$ cat config.mk
export PLATFORM = sky130hd
export DESIGN_NAME = htsr_regs
export DESIGN_NICKNAME = d
export VERILOG_FILES = /design/src/verilog/htsr_pkg.sv /design/src/verilog/htsr_regs.sv
export SDC_FILE = /design/constraint.sdc
export NUM_CORES = 1
export LEC_CHECK = 0
export ABC_CLOCK_PERIOD_IN_PS = 2600
export BUFFER_PORTS_ARGS = -buffer_cell sky130_fd_sc_hd__buf_2
export CORE_MARGIN = 8
export CORE_UTILIZATION = 25
export CTS_BUF_LIST = sky130_fd_sc_hd__clkbuf_4 sky130_fd_sc_hd__clkbuf_8
export CTS_CLUSTER_SIZE = 16
export DETAILED_ROUTE_END_ITERATION = 8
export GPL_ROUTABILITY_DRIVEN = 0
export HOLD_SLACK_MARGIN = 0.12
export PLACE_DENSITY = 0.43
export SLEW_MARGIN = 40
export SYNTH_ARGS = -nofsm -noshare
export SYNTH_HDL_FRONTEND = slang
export SYNTH_SLANG_ARGS = --single-unit
$ cat constraint.sdc
create_clock -name sys_clk -period 2.6 [get_ports sys_clk]
set_clock_uncertainty 0.1 [all_clocks]
set_input_delay 0 -clock sys_clk [delete_from_list [all_inputs] [get_ports sys_clk]]
set_output_delay 0 -clock sys_clk [all_outputs]
set_load 0.02 [all_outputs]
$ cat src/verilog/htsr_pkg.sv
// Package for the host task and status register bank.
// Assumes one 100 MHz clock domain and a simple strobe register port.
package htsr_pkg;
  // ----------------------------------------------------------------
  // Register map (byte index on the register port)
  // ----------------------------------------------------------------
  localparam logic [7:0] HTSR_ADDR_CMD = 8'h08;
  localparam logic [7:0] HTSR_ADDR_DATA = 8'h09;
  localparam logic [7:0] HTSR_ADDR_INT_STATUS = 8'h14;
  localparam logic [7:0] HTSR_ADDR_INT_MASK = 8'h16;
  localparam logic [7:0] HTSR_ADDR_IDLE_TIME = 8'h18;
  localparam logic [7:0] HTSR_ADDR_SLEEP_CFG = 8'h70;
  localparam logic [7:0] HTSR_ADDR_PIN_STATE = 8'h72;
  // ----------------------------------------------------------------
  // Field layouts and reset values
  // ----------------------------------------------------------------
  localparam int HTSR_PERMIT_BIT = 0;
  localparam int HTSR_NUM_PINS = 13;
  localparam logic [12:0] HTSR_DIR_MASK = 13'h01ff;
  localparam logic [12:0] HTSR_LEVEL_MASK = 13'h11ff;
  localparam logic [7:0] HTSR_SLEEP_CFG_RST = 8'h01;
  localparam logic [15:0] HTSR_IDLE_TIME_RST = 16'h0064;
  localparam logic [31:0] HTSR_CMD_RST = 32'h0000_0000;
  localparam int HTSR_DATA_BYTES = 8;
  // Interrupt status bits
  localparam int HTSR_INT_DONE = 0;
  localparam int HTSR_INT_ERROR = 1;
  localparam int HTSR_INT_SLEEP = 2;
  localparam int HTSR_INT_BITS = 3;
  // ----------------------------------------------------------------
  // Task outcome codes
  // ----------------------------------------------------------------
  localparam logic [3:0] HTSR_OUT_SUCCESS = 4'h0;
  localparam logic [3:0] HTSR_OUT_ABORT = 4'h1;
  localparam logic [3:0] HTSR_OUT_REJECT = 4'h3;
  localparam logic [3:0] HTSR_OUT_RX_LOCKED = 4'h4;
  localparam logic [3:0] HTSR_OUT_ERR_LOW = 4'h5;
  // ----------------------------------------------------------------
  // Timing: idle interval tick of 1 us at 100 MHz
  // ----------------------------------------------------------------
  localparam int HTSR_CLK_MHZ = 100;
  localparam int HTSR_TICK_US = 1;
  localparam int HTSR_TICK_CYCLES = HTSR_TICK_US * HTSR_CLK_MHZ;
  typedef enum logic [1:0] {HTSR_IDLE, HTSR_RUN, HTSR_POST} htsr_task_t;
endpackage

$ cat src/verilog/htsr_regs.sv
// Host task and status register bank: sleep permit, pin report, task slot.
// Assumes a task engine beside it that posts results through the done port,
// and pin signals from pads outside the clock domain.
//
// Function
// - Permit bit zero set allows sleep after idle interval; clear forbids sleep.
// - Sleep setup is one shared RW byte; upper seven bits reserved.
// - Pin report is eight read-only bytes; direction word bits 31:9 reserved.
// - Direction bits for pins zero to eight read one when pin is output.
// - Lower four bytes are level word; bits 31:13 and 11:9 reserved.
// - Level bits for pins zero to eight and twelve show sensed high.
// - Result data is written before the command slot is cleared to zero.
// - After the command clears, the data registers stay untouched.
// - Other registers may keep changing after a task completes.
// - Standard status goes in first data byte, outcome in bits 3:0.
// - Outcome zero success, one timeout or abort, three rejected, two reserved.
// - Task needing a locked receive buffer is rejected with code four.
// - Status bits 7:4 carry task codes; with success only when outcome zero; the bank also passes them for outcomes five and up.
// - Bytes after the status byte carry task-defined content.
`timescale 1ns/1ps
`default_nettype none
module htsr_regs (
  // Clock and reset
  input wire logic sys_clk,
  input wire logic sys_rst,
  // Register port
  input wire logic [7:0] reg_addr,
  input wire logic [63:0] reg_wdata,
  input wire logic reg_wr,
  input wire logic reg_rd,
  output logic [63:0] reg_rdata,
  // Task engine side
  output logic [31:0] task_cmd,
  output logic task_start,
  input wire logic task_done,
  input wire logic [3:0] task_outcome,
  input wire logic [3:0] task_code_hi,
  input wire logic [55:0] task_payload,
  input wire logic task_needs_rx,
  input wire logic rx_buf_locked,
  input wire logic task_activity,
  // Pins
  input wire logic [htsr_pkg::HTSR_NUM_PINS-1:0] pin_level_in,
  input wire logic [htsr_pkg::HTSR_NUM_PINS-1:0] pin_dir_out,
  // Power and interrupt
  output logic sleep_enter,
  output logic irq
);
  import htsr_pkg::*;

  // ----------------------------------------------------------------
  // Register state
  // ----------------------------------------------------------------
  logic [7:0] sleep_cfg;
  logic [15:0] idle_time;
  logic [31:0] cmd;
  logic [63:0] data;
  logic [HTSR_INT_BITS-1:0] int_status;
  logic [HTSR_INT_BITS-1:0] int_mask;
  logic [HTSR_INT_BITS-1:0] int_event;
  htsr_task_t state;
  logic [HTSR_NUM_PINS-1:0] lvl_s1, lvl_s2, lvl_s3, lvl_q;
  logic [HTSR_NUM_PINS-1:0] dir_s1, dir_s2, dir_s3, dir_q;
  logic [6:0] tick_cnt;
  logic tick;
  logic [15:0] idle_cnt;
  logic sleeping;
  logic [7:0] status_byte;
  logic [3:0] next_outcome;
  logic [3:0] next_hi;
  logic cmd_write;
  logic data_write;
  logic status_write;
  logic mask_write;
  logic idle_write;
  logic cfg_write;
  logic done_evt;
  logic busy_now;
  logic [63:0] next_data;
  logic [31:0] dir_word;
  logic [31:0] lvl_word;
  logic [63:0] next_rdata;

  // A task that needs a locked receive buffer ends at once; the engine is still started, but its done is not awaited
  assign done_evt = (state == HTSR_RUN) && (task_done || (task_needs_rx && rx_buf_locked));

  // ----------------------------------------------------------------
  // Write decode: at most one register strobe per bus write
  // ----------------------------------------------------------------
  // Writes to the pin report or to unmapped offsets select nothing
  always_comb begin
    cmd_write = 1'b0;
    data_write = 1'b0;
    status_write = 1'b0;
    mask_write = 1'b0;
    idle_write = 1'b0;
    cfg_write = 1'b0;
    if (reg_wr) begin
      if (reg_addr == HTSR_ADDR_CMD) begin
        cmd_write = 1'b1;
      end else if (reg_addr == HTSR_ADDR_DATA) begin
        data_write = 1'b1;
      end else if (reg_addr == HTSR_ADDR_INT_STATUS) begin
        status_write = 1'b1;
      end else if (reg_addr == HTSR_ADDR_INT_MASK) begin
        mask_write = 1'b1;
      end else if (reg_addr == HTSR_ADDR_IDLE_TIME) begin
        idle_write = 1'b1;
      end else if (reg_addr == HTSR_ADDR_SLEEP_CFG) begin
        cfg_write = 1'b1;
      end
    end
  end

  // ----------------------------------------------------------------
  // Pin synchronisers: three stages, change taken when 2 and 3 agree
  // ----------------------------------------------------------------
  genvar gi;
  generate
    for (gi = 0; gi < HTSR_NUM_PINS; gi = gi + 1) begin : g_pin
      always_ff @(posedge sys_clk) begin
        if (sys_rst) begin
          lvl_s1[gi] <= 1'b0;
          lvl_s2[gi] <= 1'b0;
          lvl_s3[gi] <= 1'b0;
          lvl_q[gi] <= 1'b0;
          dir_s1[gi] <= 1'b0;
          dir_s2[gi] <= 1'b0;
          dir_s3[gi] <= 1'b0;
          dir_q[gi] <= 1'b0;
        end else begin
          lvl_s1[gi] <= pin_level_in[gi];
          lvl_s2[gi] <= lvl_s1[gi];
          lvl_s3[gi] <= lvl_s2[gi];
          if (lvl_s2[gi] == lvl_s3[gi]) begin
            lvl_q[gi] <= lvl_s3[gi];
          end
          dir_s1[gi] <= pin_dir_out[gi];
          dir_s2[gi] <= dir_s1[gi];
          dir_s3[gi] <= dir_s2[gi];
          if (dir_s2[gi] == dir_s3[gi]) begin
            dir_q[gi] <= dir_s3[gi];
          end
        end
      end
    end
  endgenerate

  // ----------------------------------------------------------------
  // Power-saving setup and idle interval
  // ----------------------------------------------------------------
  always_ff @(posedge sys_clk) begin
    if (sys_rst) begin
      sleep_cfg <= HTSR_SLEEP_CFG_RST;
      idle_time <= HTSR_IDLE_TIME_RST;
    end else if (cfg_write) begin
      // Reserved bits are dropped on write so they always read as zero
      sleep_cfg <= {7'h00, reg_wdata[HTSR_PERMIT_BIT]};
    end else if (idle_write) begin
      idle_time <= reg_wdata[15:0];
    end
  end

  // ----------------------------------------------------------------
  // Microsecond tick: a one-cycle enable for the idle counter
  // ----------------------------------------------------------------
  always_ff @(posedge sys_clk) begin
    if (sys_rst) begin
      tick_cnt <= 7'h00;
      tick <= 1'b0;
    end else if (tick_cnt == 7'(HTSR_TICK_CYCLES - 1)) begin
      tick_cnt <= 7'h00;
      tick <= 1'b1;
    end else begin
      tick_cnt <= tick_cnt + 7'h01;
      tick <= 1'b0;
    end
  end

  // ----------------------------------------------------------------
  // Idle detection and sleep request
  // ----------------------------------------------------------------
  // Any bus access, running task or engine activity counts as busy, so a
  // host that keeps polling the bank also keeps the device awake
  assign busy_now = !sleep_cfg[HTSR_PERMIT_BIT] || reg_wr || reg_rd ||
                    task_activity || (state != HTSR_IDLE);

  always_ff @(posedge sys_clk) begin
    if (sys_rst) begin
      idle_cnt <= 16'h0000;
    end else if (busy_now) begin
      idle_cnt <= 16'h0000;
    end else if (tick && idle_cnt < idle_time) begin
      idle_cnt <= idle_cnt + 16'h0001;
    end
  end

  always_ff @(posedge sys_clk) begin
    if (sys_rst) begin
      sleeping <= 1'b0;
    end else if (busy_now) begin
      sleeping <= 1'b0;
    end else if (idle_cnt >= idle_time) begin
      sleeping <= 1'b1;
    end
  end

  always_ff @(posedge sys_clk) begin
    if (sys_rst) begin
      sleep_enter <= 1'b0;
    end else begin
      sleep_enter <= sleeping;
    end
  end

  // ----------------------------------------------------------------
  // Task slot: command, data and completion sequence
  // ----------------------------------------------------------------
  always_comb begin
    if (task_needs_rx && rx_buf_locked) begin
      next_outcome = HTSR_OUT_RX_LOCKED;
      next_hi = 4'h0;
    end else begin
      next_outcome = task_outcome;
      // Upper nibble passed for outcome zero and for outcomes five and up, cleared for one to four
      next_hi = (task_outcome == HTSR_OUT_SUCCESS || task_outcome >= HTSR_OUT_ERR_LOW) ?
                task_code_hi : 4'h0;
    end
    status_byte = {next_hi, next_outcome};
  end

  always_ff @(posedge sys_clk) begin
    if (sys_rst) begin
      state <= HTSR_IDLE;
    end else begin
      case (state)
        HTSR_IDLE: begin
          if (cmd_write && reg_wdata[31:0] != 32'h0000_0000) begin
            state <= HTSR_RUN;
          end
        end
        HTSR_RUN: begin
          if (done_evt) begin
            state <= HTSR_POST;
          end
        end
        HTSR_POST: begin
          state <= HTSR_IDLE;
        end
        default: begin
          state <= HTSR_IDLE;
        end
      endcase
    end
  end

  // A write while a task runs or posts is ignored, so one start per task
  always_ff @(posedge sys_clk) begin
    if (sys_rst) begin
      task_start <= 1'b0;
    end else begin
      task_start <= (state == HTSR_IDLE) && cmd_write && (reg_wdata[31:0] != 32'h0000_0000);
    end
  end

  // Command slot cleared one cycle after data is posted
  always_ff @(posedge sys_clk) begin
    if (sys_rst) begin
      cmd <= HTSR_CMD_RST;
    end else if (state == HTSR_POST) begin
      cmd <= 32'h0000_0000;
    end else if (state == HTSR_IDLE && cmd_write) begin
      cmd <= reg_wdata[31:0];
    end
  end

  always_ff @(posedge sys_clk) begin
    if (sys_rst) begin
      task_cmd <= HTSR_CMD_RST;
    end else begin
      task_cmd <= cmd;
    end
  end

  // Data only changes by the host while idle or by the posting step
  always_comb begin
    next_data = data;
    if (done_evt) begin
      next_data = {task_payload, status_byte};
    end else if (state == HTSR_IDLE && data_write) begin
      next_data = reg_wdata;
    end
  end

  always_ff @(posedge sys_clk) begin
    if (sys_rst) begin
      data <= 64'h0;
    end else begin
      data <= next_data;
    end
  end

  // ----------------------------------------------------------------
  // Interrupts: sticky, write one to clear, set wins
  // ----------------------------------------------------------------
  always_comb begin
    int_event = '0;
    int_event[HTSR_INT_DONE] = (state == HTSR_POST);
    int_event[HTSR_INT_ERROR] = done_evt && (status_byte[3:0] != HTSR_OUT_SUCCESS);
    int_event[HTSR_INT_SLEEP] = sleeping && !sleep_enter;
  end

  always_ff @(posedge sys_clk) begin
    if (sys_rst) begin
      int_status <= '0;
    end else if (status_write) begin
      int_status <= (int_status & ~reg_wdata[HTSR_INT_BITS-1:0]) | int_event;
    end else begin
      int_status <= int_status | int_event;
    end
  end

  always_ff @(posedge sys_clk) begin
    if (sys_rst) begin
      int_mask <= '0;
    end else if (mask_write) begin
      int_mask <= reg_wdata[HTSR_INT_BITS-1:0];
    end
  end

  always_ff @(posedge sys_clk) begin
    if (sys_rst) begin
      irq <= 1'b0;
    end else begin
      irq <= |(int_status & int_mask);
    end
  end

  // ----------------------------------------------------------------
  // Read port: data one cycle after the read strobe, else zero
  // ----------------------------------------------------------------
  // Reserved bits of both pin words read low: 31:13 are tied, the rest are masked off
  assign dir_word = {19'h0, dir_q & HTSR_DIR_MASK};
  assign lvl_word = {19'h0, lvl_q & HTSR_LEVEL_MASK};

  always_comb begin
    next_rdata = 64'h0;
    if (!reg_rd) begin
      next_rdata = 64'h0;
    end else if (reg_addr == HTSR_ADDR_SLEEP_CFG) begin
      next_rdata = {56'h0, sleep_cfg};
    end else if (reg_addr == HTSR_ADDR_PIN_STATE) begin
      next_rdata = {dir_word, lvl_word};
    end else if (reg_addr == HTSR_ADDR_CMD) begin
      next_rdata = {32'h0, cmd};
    end else if (reg_addr == HTSR_ADDR_DATA) begin
      next_rdata = data;
    end else if (reg_addr == HTSR_ADDR_INT_STATUS) begin
      next_rdata = {61'h0, int_status};
    end else if (reg_addr == HTSR_ADDR_INT_MASK) begin
      next_rdata = {61'h0, int_mask};
    end else if (reg_addr == HTSR_ADDR_IDLE_TIME) begin
      next_rdata = {48'h0, idle_time};
    end
  end

  always_ff @(posedge sys_clk) begin
    if (sys_rst) begin
      reg_rdata <= 64'h0;
    end else begin
      reg_rdata <= next_rdata;
    end
  end
endmodule
`default_nettype wire
## Word-level counts from Yosys, hierarchy flattened

Cells that the tools add are included.

| storage, ports and cells | value |
|---|---|
| logic and storage cells | 216 |
| input bits | 170 |
| ROM bits | 0 |
| latch bits | 0 |
| RAM bits | 0 |
| bits in registers | 321 |
| memories kept | 0 |

| operators by class | value |
|---|---|
| equal/unequal tests | 31 |
| multiply operators | 0 |
| div/mod/pow operators | 0 |
| multiplexer cells | 44 |
| shift-type cells | 0 |
| magnitude comparators | 3 |
| bitwise gates (word level) | 7 |
| add/subtract/negate cells | 2 |
| reduce and logical (&&, ||, !) cells | 33 |

Operators with widths:

| operator | count |
|---|---|
| two-way mux 64 bit | 3 |
| two-way mux 41 bit | 2 |
| two-way mux 16 bit | 3 |
| nonzero test 32 bit | 1 |
| two-way mux 1 bit | 29 |
| == test 8 x 5 -> 1 bit (second input constant) | 3 |
| == test 1 bit | 19 |
| adder 16 x 1 -> 16 bit (second input constant) | 1 |
| == test 8 x 4 -> 1 bit (second input constant) | 2 |
| == test 8 x 7 -> 1 bit (second input constant) | 2 |
| greater-or-equal comparator 16 bit | 1 |
| less-than comparator 16 bit | 1 |
| two-way mux 4 bit | 3 |
| logical AND 1 bit | 9 |
| OR reduction 2 bit | 4 |
| adder 7 x 1 -> 7 bit (second input constant) | 1 |
| == test 7 bit (second input constant) | 1 |
| AND 3 bit | 2 |
| logical OR 1 bit | 6 |
| OR 3 bit | 2 |
| OR reduction 3 bit | 2 |
| OR reduction 5 bit | 1 |
| greater-or-equal comparator 4 x 3 -> 1 bit (second input constant) | 1 |
| logical NOT 4 bit | 1 |
| other kinds (14) | 20 |

## Depth between registers and ports, before layout

| depth | value |
|---|---|
| depth after elaboration | 10 |
| depth in mapped cells | 9 |
| gate-level depth less buffers | 8 |

## Least setup slack after synthesis

No wires, ideal clock.

| timing | value |
|---|---|
| path type | reg2reg |
| start | register idle_time[15] |
| end | register idle_cnt[4] |
| path buffers | 1 |
| arrival time | 2.069 ns |
| cell stages (with the launch flop) | 10 |
| data required time | 2.427 ns |
| clock period less this slack | 2.242 ns |
| slack | 0.358 ns |
| path through | dfxtp_1 -> inv_1 -> ha_1 -> nand4_1 -> o21bai_1 -> nor4b_2 -> nand3_2 -> buf_2 -> or3_1 -> a21oi_1 |

| between the ends | value |
|---|---|
| longest elaborated chain between the ends | 2 |

RTL lines:

| what | RTL line | text |
|---|---|---|
| start, declared | htsr_regs.sv:55 | `logic [15:0] idle_time;` |
| start signal, assigned | htsr_regs.sv:160 | `idle_time <= reg_wdata[15:0];` |
| less-than comparator 16 bit | htsr_regs.sv:193 | `end else if (tick && idle_cnt < idle_time) begin` |
| logical AND 1 bit | htsr_regs.sv:193 |  |
| end signal, assigned | htsr_regs.sv:194 | `idle_cnt <= idle_cnt + 16'h0001;` |
| end, declared | htsr_regs.sv:66 | `logic [15:0] idle_cnt;` |

Every way passes these cells.
A chain may end at the register's enable or synchronous reset.

## Worst setup path in the final report

| timing | value |
|---|---|
| start | register state[1] |
| end | register data[2] |

| between the ends | value |
|---|---|
| longest elaborated chain between the ends | 3 |
| elaborated cells on any way between the ends | 6 |

RTL lines:

| what | RTL line | text |
|---|---|---|
| start, declared | htsr_regs.sv:61 | `htsr_task_t state;` |
| start signal, assigned | htsr_regs.sv:234 | `state <= HTSR_IDLE;` |
| start signal, assigned | htsr_regs.sv:239 | `state <= HTSR_RUN;` |
| start signal, assigned | htsr_regs.sv:244 | `state <= HTSR_POST;` |
| == test 2 x 1 -> 1 bit or logical NOT 2 bit (tied branches) | htsr_regs.sv:85, htsr_regs.sv:290 |  |
| logical AND 1 bit, on equally long branches | htsr_regs.sv:85, htsr_regs.sv:290 |  |
| two-way mux 64 bit or nonzero test 2 bit (tied branches) | -- |  |
| end signal, assigned | htsr_regs.sv:299 | `data <= next_data;` |
| end, declared | htsr_regs.sv:57 | `logic [63:0] data;` |

Several ways; a longest one is shown, not always the timed one.

==> flow_summary_export.csv <==
group,metric,value,unit
place,hpwl,27400,um
cells_and_area,fillerInstances,4579,
synth,netlist_top_cells_area,"dfxtp_1 55%, mux2i_1 6.4%, nor2b_1 4.9%",
synth,netlist_area,11700,um2
die,die_w,233,um
sta,hold_viol,0,
worst_setup_path,worst-endpoint-arrival,2900,ps
worst_setup_path,r2r_cells,6,
global_routing,grt_pass1_wl,66900,um
worst_setup_path,r2r-start,"state[1]",
sta,max-slew-margin-rel,0.537,
detailed_routing,wire_per_inst,16.9,um
sta,worstMarginPinSlew,695,ps
clocking,clock_sinks,321,
sta,tns,0,ps
synth,synth_top_area_share,0.547,
synth,ys_seq_area_frac,0.547,
place,dpl_cell_area,13800,um2
die,die_y,233,um
worst_setup_path,cp_common_cell,"dlygate4sd3_1",
cells_and_area,final_util,0.419,
detailed_routing,routed_wl,43400,um
die,die-area,54200,um2
sta,max_freq,0.402,GHz
sta,maxSlewViolCount,0,
synth,syn_inst,1206,
worst_setup_path,path_class,"reg2reg",
worst_setup_path,startpoint_type,"register",
detailed_routing,vias,11464,
worst_hold_path,hp-class,"in2reg",
cells_and_area,final_layout_size_suffix_gt1_frac,0.216,
synth,ys_warn_count,0,
pwr,sw_frac_of_total,0.221,
clocking,clk_path_buf_depth,3,
detailed_routing,drc,0,
clocking,h-tree-depth,2,
global_routing,grt_pass1_vias,12058,
worst_hold_path,hold_depth,4,
cells_and_area,regArea,6430,um2
clocking,clk_latency,630,ps
pwr,p_comb_frac,0.066,
die,core-area,46500,um2
worst_setup_path,crit_fanout,15,
global_routing,grt_start_max_net_pins,131,
worst_setup_path,cpPeakStageDelay,670,ps
worst_setup_path,endpoint_kind,"register",
worst_setup_path,crit_slowest_cell,"dlygate4sd3_1",
synth,ys.flop_type,"dfxtp_1",
sta,fin_crit,2490,ps
synth,synth_fp_nets,1394,
pwr,power.share.sequential,0.452,
detailed_routing,ant_nets,0,
global_routing,grt-ovfl-total,0,
place,io_buffers,261,
worst_setup_path,required,3010,ps
worst_hold_path,hp-start,"reg_wdata[0]",
die,initial_utilization,0.253,
die,num_rows,79,
pwr,power.density,567,nW/um2
cells_and_area,syn_to_final_growth,65.6,%
worst_setup_path,r2r_slack,110,ps
clocking,clk_pin_slew_worst_paths,60,ps
clocking,cts_root_buffer,"clkbuf_8",
cells_and_area,layout_commonest_cell,"dlygate4sd3_1",
sta,hold_ws,185,ps
sta,setup_viol,0,
worst_setup_path,r2r-end,"data[2]",
detailed_routing,first_pass_iters,7,
clocking,cts_buffers,59,
pwr,p_int,8.59,mW
pwr,vdd_drop_max,0.000324,V
sta,period_share,0.957,
cells_and_area,nNetsFinal,2099,
pwr,power_frac_clock,0.483,
cells_and_area,multi_input_area,4960,um2
global_routing,antenna_found_initial,8,
cells_and_area,fin_area,19500,um2
cells_and_area,final_cell_mix,"420 x dlygate4sd3_1, 320 x dfxtp_1, 260 x buf_2",
synth,syn_avg_cell_area,9.74,um2
clocking,cts_tree,"built",
die,pin_count,269,
synth,synth_enable_flop_cells,0,
job,cap_violations,0,
detailed_routing,first_iter_violations,529,
detailed_routing,via_per_inst,4.46,
synth,ys_seq_elements,321,
synth,async_reset_ff_frac,0,
worst_setup_path,path_cells,"nand2b_1 -> o21bai_4 -> dlygate4sd3_1 -> nor3_1 -> a211oi_1 -> dlygate4sd3_1",
synth,synth.distinct_cells,52,
global_routing,grt_util_all_layers,0.156,
sta,rsz0062_at_grt,"yes",
run_status,status,"complete, no violations",
synth,yosysTopAreaCell,"dfxtp_1",
pwr,p_leak,8.58,nW
worst_hold_path,holdPathEnd,"cmd[0]",
pwr,p_sw,2.44,mW
[through the flow]
step	cells	power [mW]	setup WS [ps]
final	2570	11.0	112
after global routing	2569	11.5	-45.6
after CTS	2561	11.2	8.36
after detailed placement	2031	5.42	-11.1
after global placement	2031	5.42	49.1
after floorplan	1206	5.21	358
[cells by family (layout without fill, tap and decap cells)]
kind of cell	Yosys count	in the layout	share of synthesized area
AND/OR/NAND/NOR	430	431	0.183
flip-flops	321	321	0.547
AO/OA/AOI/OAI	246	246	0.140
buffers and inverters	103	852	0.0363
multiplexers	79	79	0.0678
adder cells (fa/ha/maj)	18	18	0.0192
XOR/XNOR	9	9	0.00671
other	0	7	0
[state kept, by name, summed over array words and instances (netlist names), 9 cells and up]
name,count
cmd,32
dir_q,9
lvl_s1,10
idle_cnt,16
lvl_s2,10
task_cmd,32
dir_s1,9
dir_s2,9
reg_rdata,64
idle_time,16
dir_s3,9
data,64
lvl_s3,10
lvl_q,10
[worst max-delay path: cells and delay by family (launching register included)]
family | cells | cell delay [ps]
and+or+nand+nor | 2 | 330
buffers and inverters | 2 | 1260
DFF | 1 | 330
AOI/OAI and AO/OA | 2 | 350
[worst max path at each step]
stage,start,cells past startpoint,endpoint,slack [ps]
after global placement,idle_time[11],8,idle_cnt[8],50
after floorplan,idle_time[15],9,idle_cnt[4],360
after global routing,idle_time[13],8,idle_cnt[14],-50
final,state[1],6,data[2],110
after CTS,idle_time[15],8,idle_cnt[10],8
after detailed placement,idle_time[13],8,idle_cnt[6],-10
[synth_stat cells, drive strengths merged, types with 6 or more instances]
| cell | number |
|---|---|
| nand4 | 10 |
| dfxtp | 321 |
| nand2b | 9 |
| nor2 | 116 |
| nor2b | 92 |
| inv | 27 |
| a222oi | 16 |
| or3 | 7 |
| nor4 | 11 |
| nand3 | 14 |
| a22o | 24 |
| nor3 | 10 |
| a211oi | 63 |
| clkbuf | 57 |
| nand2 | 111 |
| mux2i | 75 |
| a21oi | 79 |
| ha | 18 |
| buf | 19 |
| or4 | 6 |
| and2 | 27 |
| o31ai | 6 |
| o21ai | 38 |
[cell type report]
| cell class | count | share of cell area |
|---|---|---|
| multi-input cells | 783 | 0.255 |
| repair buffers | 719 | 0.301 |
| well taps | 607 | 0.0390 |
| inverters | 27 | 0.00521 |
| diodes | 7 | 0.000901 |
| clock buffers | 96 | 0.0612 |
| clock inverters | 10 | 0.00669 |
| flip-flops and latches | 321 | 0.330 |
[metal layers]
metal  share of wire  global-route usage
met1            0.45               0.195
met2            0.46               0.255
met3           0.061              0.0367
met4           0.028              0.0663
met5         0.00060                   0
[power by group through the flow]
stage                     logic, mW  registers (mW)  clock network (mW)
after floorplan               0.122            5.08                   0
after global placement        0.332            5.09                   0
after detailed placement      0.335            5.09                   0
after CTS                     0.721            4.98                5.52
after global routing          0.781            4.98                5.73
final                         0.726            4.98                5.32
[what timing repair did]
item	in CTS	in global routing
pin swaps	1	4
gates cloned	0	1
hold endpoints to repair	275	0
setup endpoints to repair	7	14
hold buffers	421	0
buffers inserted	3	2
gates resized for setup	0	9
Power figures use the tool's default switching activity.
